`config.mk`:
```
export PLATFORM = sky130hd
export DESIGN_NAME = cis_top
export DESIGN_NICKNAME = d
export VERILOG_FILES = /design/src/core/cis_pkg.sv /design/src/core/cis_core_seq.sv /design/src/core/cis_top.sv
export SDC_FILE = /design/constraint.sdc
export NUM_CORES = 1
export LEC_CHECK = 0
export ABC_AREA = 1
export BUFFER_PORTS_ARGS = -buffer_cell sky130_fd_sc_hd__buf_2
export CAP_MARGIN = 40
export CORE_MARGIN = 1.5
export CORE_UTILIZATION = 50
export DETAILED_ROUTE_END_ITERATION = 6
export PLACE_DENSITY = 0.78
export SETUP_SLACK_MARGIN = 0.3
export SLEW_MARGIN = 0
export SYNTH_ARGS = -nofsm -noshare
export SYNTH_HDL_FRONTEND = slang
export SYNTH_SLANG_ARGS = --single-unit
```
`constraint.sdc`:
```
create_clock -name sys_clk -period 7 [get_ports sys_clk]
set_input_delay 1.4 -clock sys_clk [delete_from_list [all_inputs] [get_ports sys_clk]]
set_output_delay 1.4 -clock sys_clk [all_outputs]
set_load 0.01 [all_outputs]
```
`src/core/cis_pkg.sv`:
```
// Constants, level codes and state types of the idle-state sequencer.
// Assumes a single system clock; no bus reaches these values.
package cis_pkg;

	localparam int NUM_CORES   = 2;
	localparam int NUM_THREADS = 2;
	localparam int LVL_W       = 4;
	localparam int LLC_WAYS    = 8;
	localparam int WAY_W       = 3;
	localparam int CNT_W       = 4;

	// Idle level codes, ordered so a smaller code is a shallower level
	localparam logic [LVL_W-1:0] LVL_C0  = 4'h0;
	localparam logic [LVL_W-1:0] LVL_C1  = 4'h1;
	localparam logic [LVL_W-1:0] LVL_C1E = 4'h2;
	localparam logic [LVL_W-1:0] LVL_C3  = 4'h3;
	localparam logic [LVL_W-1:0] LVL_C6  = 4'h4;
	localparam logic [LVL_W-1:0] LVL_C7  = 4'h5;
	localparam logic [LVL_W-1:0] LVL_C8  = 4'h6;
	localparam logic [LVL_W-1:0] LVL_C9  = 4'h7;
	localparam logic [LVL_W-1:0] LVL_C10 = 4'h8;

	// Sleep requests
	localparam logic [1:0] SLP_S0 = 2'h0;
	localparam logic [1:0] SLP_S3 = 2'h1;
	localparam logic [1:0] SLP_S4 = 2'h2;
	localparam logic [1:0] SLP_S5 = 2'h3;

	localparam logic [WAY_W-1:0] WAY_LAST = 3'h7;
	localparam logic [WAY_W-1:0] WAY_ONE  = 3'h1;

	// Core rail settle time before restore may start
	localparam int CLK_PERIOD_NS = 100;
	localparam int CORE_PWR_NS   = 1000;
	localparam logic [CNT_W-1:0] CORE_PWR_CYC =
		CNT_W'((CORE_PWR_NS + CLK_PERIOD_NS - 1) / CLK_PERIOD_NS);
	localparam logic [CNT_W-1:0] CNT_ONE = 4'h1;

	typedef enum logic [2:0] {
		C_ACTIVE, C_HALT, C_FLUSH, C_GATED, C_SAVE, C_OFF, C_PWRUP, C_RESTORE
	} cis_core_st_t;

	typedef enum logic [3:0] {
		P_RUN, P_LLC_FLUSH, P_LLC_OFF, P_SAVE, P_DOM_OFF, P_VCC_ZERO, P_VR_LP,
		P_DEEP, P_VR_UP, P_VCC_UP, P_PLL_ON, P_RESTORE, P_LLC_ON
	} cis_pkg_st_t;

endpackage : cis_pkg

```
`src/core/cis_core_seq.sv`:
```
// One core's idle sequencer: halt, cache flush, clock gate, save, power off.
// Assumes save, flush and restore engines answer with done pulses.
`timescale 1ns/1ps
module cis_core_seq (
	input  wire logic                        sys_clk,
	input  wire logic                        rst,
	input  wire logic [cis_pkg::LVL_W-1:0]   level,
	input  wire logic                        wake,
	input  wire logic                        pkg_ready,
	input  wire logic                        flush_done,
	input  wire logic                        save_done,
	input  wire logic                        restore_done,
	output logic                             flush_req,
	output logic                             save_req,
	output logic                             restore_req,
	output logic                             clk_en,
	output logic                             pwr_en,
	output logic                             low_freq,
	output logic                             in_active,
	output logic                             in_halt,
	output logic                             in_off,
	output logic                             wake_pend
);

	typedef struct packed {
		cis_pkg::cis_core_st_t       st;
		logic                        pend;
		logic [cis_pkg::CNT_W-1:0]   cnt;
		logic                        clk_en;
		logic                        pwr_en;
		logic                        low_freq;
	} cis_core_state_t;

	cis_core_state_t q, d;
	logic            pend_n;

	////////////////////////////////////////////////////////////////////////
	// Next state; wake sets pending, which clears in active even when wake is high
	always_comb
	begin
		d      = q;
		pend_n = q.pend | wake;
		d.pend = pend_n;
		unique case (q.st)
			cis_pkg::C_ACTIVE:
			begin
				d.pend     = 1'b0;
				d.clk_en   = 1'b1;
				d.pwr_en   = 1'b1;
				d.low_freq = 1'b0;
				if (level != cis_pkg::LVL_C0 && !wake)
				begin
					if (level >= cis_pkg::LVL_C3)
						d.st = cis_pkg::C_FLUSH;
					else
					begin
						d.st       = cis_pkg::C_HALT;
						d.low_freq = (level == cis_pkg::LVL_C1E);
					end
				end
			end
			cis_pkg::C_HALT:
			begin
				if (pend_n)
					d.st = cis_pkg::C_ACTIVE;
			end
			cis_pkg::C_FLUSH:
			begin
				if (flush_done)
				begin
					d.clk_en = 1'b0;
					d.st     = cis_pkg::C_GATED;
				end
			end
			cis_pkg::C_GATED:
			begin
				if (level >= cis_pkg::LVL_C6 && !pend_n)
					d.st = cis_pkg::C_SAVE;
				else if (pend_n && pkg_ready)
				begin
					d.clk_en = 1'b1;
					d.st     = cis_pkg::C_ACTIVE;
				end
			end
			cis_pkg::C_SAVE:
			begin
				if (save_done)
				begin
					d.pwr_en = 1'b0;
					d.st     = cis_pkg::C_OFF;
				end
			end
			cis_pkg::C_OFF:
			begin
				if (pend_n && pkg_ready)
				begin
					d.pwr_en = 1'b1;
					d.cnt    = cis_pkg::CORE_PWR_CYC - cis_pkg::CNT_ONE;
					d.st     = cis_pkg::C_PWRUP;
				end
			end
			cis_pkg::C_PWRUP:
			begin
				if (q.cnt == '0)
					d.st = cis_pkg::C_RESTORE;
				else
					d.cnt = q.cnt - cis_pkg::CNT_ONE;
			end
			cis_pkg::C_RESTORE:
			begin
				if (restore_done)
				begin
					d.clk_en = 1'b1;
					d.st     = cis_pkg::C_ACTIVE;
				end
			end
		endcase
	end

	////////////////////////////////////////////////////////////////////////
	// State register
	always_ff @(posedge sys_clk)
	begin
		if (rst)
			q <= '{cis_pkg::C_ACTIVE, 1'b0, '0, 1'b1, 1'b1, 1'b0};
		else
			q <= d;
	end

	// Requests are held for as long as the step lasts
	assign flush_req   = (q.st == cis_pkg::C_FLUSH);
	assign save_req    = (q.st == cis_pkg::C_SAVE);
	assign restore_req = (q.st == cis_pkg::C_RESTORE);
	assign clk_en      = q.clk_en;
	assign pwr_en      = q.pwr_en;
	assign low_freq    = q.low_freq;
	assign in_active   = (q.st == cis_pkg::C_ACTIVE);
	assign in_halt     = (q.st == cis_pkg::C_HALT);
	assign in_off      = (q.st == cis_pkg::C_OFF);
	assign wake_pend   = q.pend;

	////////////////////////////////////////////////////////////////////////
	// Checks
	a_active_runs: assert property (@(posedge sys_clk) disable iff (rst)
		q.st == cis_pkg::C_ACTIVE |-> q.clk_en && q.pwr_en)
		else $error("active core without clock or voltage");
	a_c1e_low_point: assert property (@(posedge sys_clk) disable iff (rst)
		($past(q.st) == cis_pkg::C_ACTIVE && q.st == cis_pkg::C_HALT) |->
		(q.low_freq == ($past(level) == cis_pkg::LVL_C1E)))
		else $error("halt operating point wrong");
	a_gate_after_flush: assert property (@(posedge sys_clk) disable iff (rst)
		$fell(q.clk_en) |-> $past(q.st) == cis_pkg::C_FLUSH && $past(flush_done))
		else $error("clock gated before flush done");
	a_save_before_off: assert property (@(posedge sys_clk) disable iff (rst)
		$fell(q.pwr_en) |-> $past(q.st) == cis_pkg::C_SAVE && $past(save_done))
		else $error("core voltage removed before save");
	a_halt_wakes: assert property (@(posedge sys_clk) disable iff (rst)
		(q.st == cis_pkg::C_HALT && wake) |=> q.st == cis_pkg::C_ACTIVE)
		else $error("halted core missed wake");
	a_entry_via_active: assert property (@(posedge sys_clk) disable iff (rst)
		$rose(q.st == cis_pkg::C_HALT || q.st == cis_pkg::C_FLUSH) |->
		$past(q.st) == cis_pkg::C_ACTIVE)
		else $error("idle entry not from active");
	a_restore_powered: assert property (@(posedge sys_clk) disable iff (rst)
		$rose(q.st == cis_pkg::C_RESTORE) |->
		q.pwr_en && !q.clk_en && $past(q.st) == cis_pkg::C_PWRUP)
		else $error("restore before voltage settled");

endmodule : cis_core_seq

```
`src/core/cis_top.sv`:
```
// Top of the idle-state sequencer: core resolution, package deep levels,
// regulator requests, sleep states and interrupt steering.
// Assumes regulator acks come from pins; all other inputs are on sys_clk.
`timescale 1ns/1ps
module cis_top (
	input  wire logic                   sys_clk,
	input  wire logic                   rst,
	input  wire logic [cis_pkg::NUM_CORES*cis_pkg::NUM_THREADS
	                   *cis_pkg::LVL_W-1:0] thread_lvl,
	input  wire logic [cis_pkg::NUM_CORES-1:0] wake_monitor,
	input  wire logic [cis_pkg::NUM_CORES-1:0] wake_timer,
	input  wire logic                   irq_in,
	input  wire logic                   steer_perf,
	input  wire logic [cis_pkg::NUM_CORES-1:0] core_busy,
	input  wire logic [cis_pkg::NUM_CORES-1:0] core_flush_done,
	input  wire logic [cis_pkg::NUM_CORES-1:0] core_save_done,
	input  wire logic [cis_pkg::NUM_CORES-1:0] core_restore_done,
	input  wire logic                   llc_way_done,
	input  wire logic                   pkg_save_done,
	input  wire logic                   pkg_restore_done,
	input  wire logic                   pll_lock,
	input  wire logic                   vr_zero_ack,
	input  wire logic                   vr_lp_ack,
	input  wire logic [1:0]             sleep_req,
	output logic [cis_pkg::NUM_CORES-1:0] core_flush_req,
	output logic [cis_pkg::NUM_CORES-1:0] core_save_req,
	output logic [cis_pkg::NUM_CORES-1:0] core_restore_req,
	output logic [cis_pkg::NUM_CORES-1:0] core_clk_en,
	output logic [cis_pkg::NUM_CORES-1:0] core_pwr_en,
	output logic [cis_pkg::NUM_CORES-1:0] core_low_freq,
	output logic [cis_pkg::NUM_CORES-1:0] core_running,
	output logic [cis_pkg::NUM_CORES-1:0] irq_deliver,
	output logic                        llc_flush_req,
	output logic [cis_pkg::WAY_W-1:0]   llc_way_idx,
	output logic                        llc_pwr_en,
	output logic                        sa_pwr_en,
	output logic                        pkg_save_req,
	output logic                        pkg_restore_req,
	output logic                        dom_pwr_en,
	output logic                        pll_pwr_en,
	output logic                        vcc_zero_req,
	output logic                        vr_lowpwr_req,
	output logic                        mem_retain,
	output logic                        platform_off_req
);

	localparam int NC = cis_pkg::NUM_CORES;
	localparam int LW = cis_pkg::LVL_W;
	localparam logic [NC-1:0] CORE_FIRST = 2'h1;

	typedef struct packed {
		cis_pkg::cis_pkg_st_t        st;
		logic [cis_pkg::WAY_W-1:0]   way;
		logic                        llc_on;
		logic                        sa_on;
		logic                        dom_on;
		logic                        pll_on;
		logic                        saved;
		logic                        zero_req;
		logic                        lp_req;
		logic                        mem_ret;
		logic                        plat_off;
		logic [NC-1:0]               irq;
		logic [1:0][2:0]             sync;
		logic [1:0]                  vr_f;
	} cis_top_state_t;

	cis_top_state_t q, d;

	logic [NC-1:0][LW-1:0] core_lvl;
	logic [NC-1:0]         c_act, c_halt, c_off, c_pend;
	logic [LW-1:0]         pkg_min;
	logic                  all_c7, wake_any, deeper;
	logic [NC-1:0]         cand;
	logic [1:0]            vr_pin;

	////////////////////////////////////////////////////////////////////////
	// Per core: thread resolution and core sequencer
	for (genvar c = 0; c < NC; c++)
	begin : g_core
		logic [LW-1:0] t0, t1;
		assign t0 = thread_lvl[(c*2)*LW +: LW];
		assign t1 = thread_lvl[(c*2+1)*LW +: LW];
		assign core_lvl[c] = (t0 < t1) ? t0 : t1;

		cis_core_seq u_seq (
			.sys_clk      (sys_clk),
			.rst          (rst),
			.level        (core_lvl[c]),
			.wake         (wake_monitor[c] | wake_timer[c] | q.irq[c]),
			.pkg_ready    (q.st == cis_pkg::P_RUN),
			.flush_done   (core_flush_done[c]),
			.save_done    (core_save_done[c]),
			.restore_done (core_restore_done[c]),
			.flush_req    (core_flush_req[c]),
			.save_req     (core_save_req[c]),
			.restore_req  (core_restore_req[c]),
			.clk_en       (core_clk_en[c]),
			.pwr_en       (core_pwr_en[c]),
			.low_freq     (core_low_freq[c]),
			.in_active    (c_act[c]),
			.in_halt      (c_halt[c]),
			.in_off       (c_off[c]),
			.wake_pend    (c_pend[c])
		);
	end

	// Package depth is the shallowest core; two cores only
	assign pkg_min  = (core_lvl[0] < core_lvl[1]) ? core_lvl[0] : core_lvl[1];
	assign all_c7   = (&c_off) && (pkg_min >= cis_pkg::LVL_C7);
	assign wake_any = (|c_pend) | (|wake_monitor) | (|wake_timer) | (|q.irq);
	assign vr_pin   = {vr_lp_ack, vr_zero_ack};

	////////////////////////////////////////////////////////////////////////
	// Steering candidates; deep cores are the last resort
	always_comb
	begin
		if (steer_perf)
			cand = (|c_halt) ? c_halt
			     : (|(c_act & ~core_busy)) ? (c_act & ~core_busy)
			     : (|c_act) ? c_act : CORE_FIRST;
		else
			cand = (|c_act) ? c_act : (|c_halt) ? c_halt : CORE_FIRST;
	end

	////////////////////////////////////////////////////////////////////////
	// Package sequencer next state
	always_comb
	begin
		d     = q;
		d.irq = irq_in ? (cand & (~cand + CORE_FIRST)) : '0;
		// Regulator acks: three stages, taken when last two agree
		for (int i = 0; i < 2; i++)
		begin
			d.sync[i] = {q.sync[i][1:0], vr_pin[i]};
			if (q.sync[i][1] == q.sync[i][2])
				d.vr_f[i] = q.sync[i][2];
		end
		deeper = 1'b0;
		unique case (q.st)
			cis_pkg::P_RUN:
			begin
				if (all_c7 && !wake_any)
				begin
					d.way = '0;
					d.st  = cis_pkg::P_LLC_FLUSH;
				end
			end
			cis_pkg::P_LLC_FLUSH:
			begin
				if (wake_any)
					d.st = cis_pkg::P_LLC_ON;
				else if (llc_way_done)
				begin
					if (q.way == cis_pkg::WAY_LAST)
						d.st = cis_pkg::P_LLC_OFF;
					else
						d.way = q.way + cis_pkg::WAY_ONE;
				end
			end
			cis_pkg::P_LLC_OFF:
			begin
				d.llc_on = 1'b0;
				d.sa_on  = 1'b0;
				deeper   = (pkg_min >= cis_pkg::LVL_C8) && !wake_any;
				d.st     = deeper ? cis_pkg::P_SAVE : cis_pkg::P_DEEP;
			end
			cis_pkg::P_SAVE:
			begin
				if (pkg_save_done)
				begin
					d.saved = 1'b1;
					d.st    = cis_pkg::P_DOM_OFF;
				end
			end
			cis_pkg::P_DOM_OFF:
			begin
				d.dom_on = 1'b0;
				d.pll_on = 1'b0;
				deeper   = (pkg_min >= cis_pkg::LVL_C9) && !wake_any;
				d.st     = deeper ? cis_pkg::P_VCC_ZERO : cis_pkg::P_DEEP;
			end
			cis_pkg::P_VCC_ZERO:
			begin
				d.zero_req = 1'b1;
				deeper     = (pkg_min >= cis_pkg::LVL_C10) && !wake_any;
				if (q.vr_f[0])
					d.st = deeper ? cis_pkg::P_VR_LP : cis_pkg::P_DEEP;
			end
			cis_pkg::P_VR_LP:
			begin
				d.lp_req = 1'b1;
				if (q.vr_f[1])
					d.st = cis_pkg::P_DEEP;
			end
			cis_pkg::P_DEEP:
			begin
				if (sleep_req == cis_pkg::SLP_S3)
					d.mem_ret = 1'b1;
				if (sleep_req == cis_pkg::SLP_S4 || sleep_req == cis_pkg::SLP_S5)
					d.plat_off = 1'b1;
				if (wake_any)
				begin
					d.mem_ret  = 1'b0;
					d.plat_off = 1'b0;
					d.st       = cis_pkg::P_VR_UP;
				end
			end
			cis_pkg::P_VR_UP:
			begin
				d.lp_req = 1'b0;
				if (!q.vr_f[1])
					d.st = cis_pkg::P_VCC_UP;
			end
			cis_pkg::P_VCC_UP:
			begin
				d.zero_req = 1'b0;
				if (!q.vr_f[0])
					d.st = cis_pkg::P_PLL_ON;
			end
			cis_pkg::P_PLL_ON:
			begin
				d.dom_on = 1'b1;
				d.pll_on = 1'b1;
				if (pll_lock)
					d.st = cis_pkg::P_RESTORE;
			end
			cis_pkg::P_RESTORE:
			begin
				if (!q.saved || pkg_restore_done)
				begin
					d.saved = 1'b0;
					d.st    = cis_pkg::P_LLC_ON;
				end
			end
			cis_pkg::P_LLC_ON:
			begin
				d.llc_on = 1'b1;
				d.sa_on  = 1'b1;
				d.st     = cis_pkg::P_RUN;
			end
		endcase
	end

	////////////////////////////////////////////////////////////////////////
	// State register
	always_ff @(posedge sys_clk)
	begin
		if (rst)
			q <= '{cis_pkg::P_RUN, '0, 1'b1, 1'b1, 1'b1, 1'b1, 1'b0, 1'b0,
			       1'b0, 1'b0, 1'b0, '0, '0, '0};
		else
			q <= d;
	end

	assign core_running     = c_act;
	assign irq_deliver      = q.irq;
	assign llc_flush_req    = (q.st == cis_pkg::P_LLC_FLUSH);
	assign llc_way_idx      = q.way;
	assign llc_pwr_en       = q.llc_on;
	assign sa_pwr_en        = q.sa_on;
	assign pkg_save_req     = (q.st == cis_pkg::P_SAVE);
	assign pkg_restore_req  = (q.st == cis_pkg::P_RESTORE) && q.saved;
	assign dom_pwr_en       = q.dom_on;
	assign pll_pwr_en       = q.pll_on;
	assign vcc_zero_req     = q.zero_req;
	assign vr_lowpwr_req    = q.lp_req;
	assign mem_retain       = q.mem_ret;
	assign platform_off_req = q.plat_off;

	////////////////////////////////////////////////////////////////////////
	// Checks
	a_flush_all_c7: assert property (@(posedge sys_clk) disable iff (rst)
		$rose(q.st == cis_pkg::P_LLC_FLUSH) |-> $past(all_c7))
		else $error("cache flush without all cores at seventh");
	a_llc_off_empty: assert property (@(posedge sys_clk) disable iff (rst)
		$fell(q.llc_on) |-> $past(q.st, 2) == cis_pkg::P_LLC_FLUSH &&
		$past(llc_way_done, 2) && $past(q.way, 2) == cis_pkg::WAY_LAST)
		else $error("cache voltage removed before empty");
	a_pll_after_save: assert property (@(posedge sys_clk) disable iff (rst)
		$fell(q.pll_on) |-> q.saved && !q.llc_on && !q.dom_on)
		else $error("PLL down before state saved");
	a_zero_volt_depth: assert property (@(posedge sys_clk) disable iff (rst)
		$rose(q.zero_req) |-> $past(pkg_min) >= cis_pkg::LVL_C9 && !q.pll_on)
		else $error("zero volt asked too early");
	a_vr_lp_depth: assert property (@(posedge sys_clk) disable iff (rst)
		$rose(q.lp_req) |-> q.zero_req && $past(pkg_min) >= cis_pkg::LVL_C10)
		else $error("regulator low power asked too early");
	a_steer_energy: assert property (@(posedge sys_clk) disable iff (rst)
		(irq_in && !steer_perf && |c_act) |=> |(q.irq & $past(c_act)))
		else $error("interrupt woke idle core");
	a_steer_perf: assert property (@(posedge sys_clk) disable iff (rst)
		(irq_in && steer_perf && |c_halt) |=> |(q.irq & $past(c_halt)))
		else $error("interrupt not sent to halted core");
	a_exit_order: assert property (@(posedge sys_clk) disable iff (rst)
		$rose(pkg_restore_req) |-> q.pll_on && q.dom_on && !q.zero_req &&
		!q.llc_on)
		else $error("restore before power and PLL back");

endmodule : cis_top

```
==> results.cfg <==
[status]
status = complete, no violations

[logic_synthesis]
yosys.area_share.simple = 0.294
syn-cell-area_um2 = 3230
synth-compound-area-share = 0.174
ys_top_cells_by_area = dfxtp_1, nand2_1, inv_1
yosysSeqAreaShare = 0.285
ys_seq_elements = 46
synthXorXnorAreaFrac = 0.00542
netlist-cell-type-count = 42
synth_top_family_by_area = simple AND/OR/NAND/NOR gates
synth_largest_area_cell = dfxtp_1
synthAdderAreaFrac = 0.0697
synth_top_area_share = 0.285
ys_warn_count = 0
synth_cells = 496
syn_nets = 554
synthMuxAreaShare = 0
postSynthAreaPerCell_um2 = 6.51

[routing]
wl_per_cell_um = 11.7
first_pass_iters = 4
vias_per_cell = 5.03
vias = 3126
drt_iter0_drc = 128
drc = 0
wl_um = 7300
ant_nets = 0

[pwr]
irDropWorstVdd_mv = 0.125
power_density_nw_per_um2 = 228
p_leak_nw = 1.75
fin_total_pwr_mw = 0.821

[final_layout]
nFillCells = 628
antenna_cells = 0
final_core_util = 0.570
mostFrequentLayoutCells = nand2_1, inv_1, buf_2, nor2_1, dfxtp_1
layout.nets = 602
syn_to_final_growth_pct = 11.4
ff_latch_area_um2 = 921
final_common_cell = nand2_1
multi_input_area_um2 = 1750
final_layout_size_suffix_gt1_frac = 0.220
design_area_um2 = 3600

[floorplan]
io_pins = 70
core_um2 = 6310
initial_core_util = 0.512
rows = 29
dieHeight_um = 83.4
die-area_um2 = 6950
chipWidth_um = 83.4

[clock_tree]
clock_path_buffers = 2
clkLatencyLatePin_ns = 0.30
cts.clk_slew.worst_paths_ns = 0.09
cts.root.buffer_cell = clkbuf_8
cts-resized-gates = 0
htree_levels = 2
numCtsBuffers = 5
cts_sinks = 46
hold_buffers = 0
post_cts_buffers = 0
cts_tree = done

[sta]
tightest_slew_ns = 0.689
finalHoldViolCount = 0
period_needed_ns = 3.56
finalSetupTns_ns = 0
setup_viol = 0
relSlewSlack = 0.541
min_period_over_period = 0.509
slew_violations = 0
rsz0062_at_grt = false
fin_skew_ns = 0.00377
max_freq_ghz = 0.281

[placement]
port_buffers = 69
place_congestion = 0.953
placed_area_um2 = 3490
dpl.hpwl_um = 5760

[min_path]
hold_path_class = reg2reg
whs_path_depth = 2
hp-start = d[3]
hold_end = d[4]

[worst_setup_path]
crit_top_cell = nand2_2
startpoint = thread_lvl[3]
path_delay_family = simple AND/OR/NAND/NOR gates
worstPathArrival_ns = 3.73
crit_path_max_fanout = 8
crit_type = in2reg
rrSetupSlack_ns = 4.99
ff2ff_path_depth = 14
worstPathCellList = buf_2, ha_1, a21oi_1, nand2_2, nand2_1, o21ai_1, ha_1, a21oi_1, nand2_2, nand2_1, nand2_2, nor2_2, nand2_1, nand2_1, nand2_2, nand2_4, nand2_2, nand2_2, a21oi_2
critPathCaptureType = flip-flop
path_buf_inv = 1
slowest_delay_ns = 0.33
r2r_start = q[24]
r2r_end = g_core[0].u_seq.q[10]
cp-start-kind = input port
crit_required_ns = 7.17
cpMaxStageDelayCell = a21oi_1
cp.depth = 19

[grt]
grt_pass1_vias = 2988
globalRouteOverflowTotal = 0
track_usage = 0.218
grt_max_degree = 34
grt_first_pass_wirelength_um = 12700
antenna_found_initial = 0

[flow_run]
drv_cap = 0
==> tightest hold or removal path, cell delays in order, from the launching register on <==
cell	delay [ns]
dfxtp_1	0.30
inv_1	0.04
nor2_1	0.03
==> cells by family (layout without fill, tap and decap cells) <==
| logic type | Yosys count | after routing |
|---|---|---|
| and+or+nand+nor | 211 | 211 |
| buffers and inverters | 127 | 176 |
| AOI/OAI and AO/OA | 92 | 92 |
| DFF | 46 | 46 |
| adders and majority gates | 18 | 18 |
| xor gates and xnor gates | 2 | 2 |
==> flip-flops by register name (all words and copies together) (netlist names) <==
name,flops
vcc_zero_req,1
g_core.u_seq.low_freq,2
g_core.u_seq.q,14
q,9
mem_retain,1
g_core.u_seq.pwr_en,2
llc_way_idx,3
dom_pwr_en,1
irq_deliver,2
llc_pwr_en,1
g_core.u_seq.wake_pend,2
d,4
g_core.u_seq.clk_en,2
platform_off_req,1
vr_lowpwr_req,1
==> cell type report <==
| class | count | area share |
|---|---|---|
| Multi-Input combinational cell | 323 | 0.487 |
| Clock buffer | 5 | 0.0191 |
| Sequential cell | 46 | 0.256 |
| Tap cell | 77 | 0.0268 |
| Inverter | 99 | 0.103 |
| Clock inverter | 3 | 0.0122 |
| Timing Repair Buffer | 69 | 0.0960 |
==> how the worst max path moves through the flow <==
| stage | end | slack, ns |
|---|---|---|
| 2_1_floorplan | q[23] | 3.51 |
| 3_3_place_gp | q[23] | 3.29 |
| 3_5_place_dp | q[23] | 3.18 |
| 4_1_cts | q[23] | 3.49 |
| 5_1_grt | llc_way_idx[0] | 3.15 |
| 6_report | q[23] | 3.44 |
==> layer usage <==
metal | wire length (µm) | track usage | up-vias
met3 | 299 | 0.0338 | 13
met2 | 3530 | 0.387 | 68
li1 | - | - | 1655
met4 | 117 | 0.0758 | 0
met1 | 3350 | 0.267 | 1390
met5 | 0 | 0 | -
==> synthesized netlist by cell type, drive strengths merged <==
library cell and n:
a211oi 9, a21oi 36, a221oi 2, a22oi 1, a31oi 3, a41oi 1, and3 1, buf 23
clkbuf 5, clkinv 2, dfxtp 46, ha 18, inv 97, nand2 108, nand3 18, nand4 3
nor2 62, nor3 12, nor4 6, o2111a 1, o211ai 3, o21a 2, o21ai 27, o22ai 2
o31ai 3, o32ai 1, o41ai 1, or2 1, xor2 2
==> through the flow <==
| stage | hold WS [ns] | instances | worst slack [ns] |
|---|---|---|---|
| finish | 0.407 | 622 | 3.44 |
| detailed placement | 0.398 | 614 | 3.18 |
| CTS | 0.411 | 622 | 3.49 |
| floorplan | 0.388 | 496 | 3.51 |
| global placement | 0.392 | 614 | 3.29 |
| global route | 0.440 | 622 | 3.15 |
==> power breakdown <==
group	total (mW)	switching (mW)	internal [mW]
sequential	0.325	0.0321	0.293
clock	0.204	0.0966	0.107
combinational	0.292	0.187	0.105
total	0.821	0.316	0.505
Note: power is estimated with default switching activity, not from simulation.
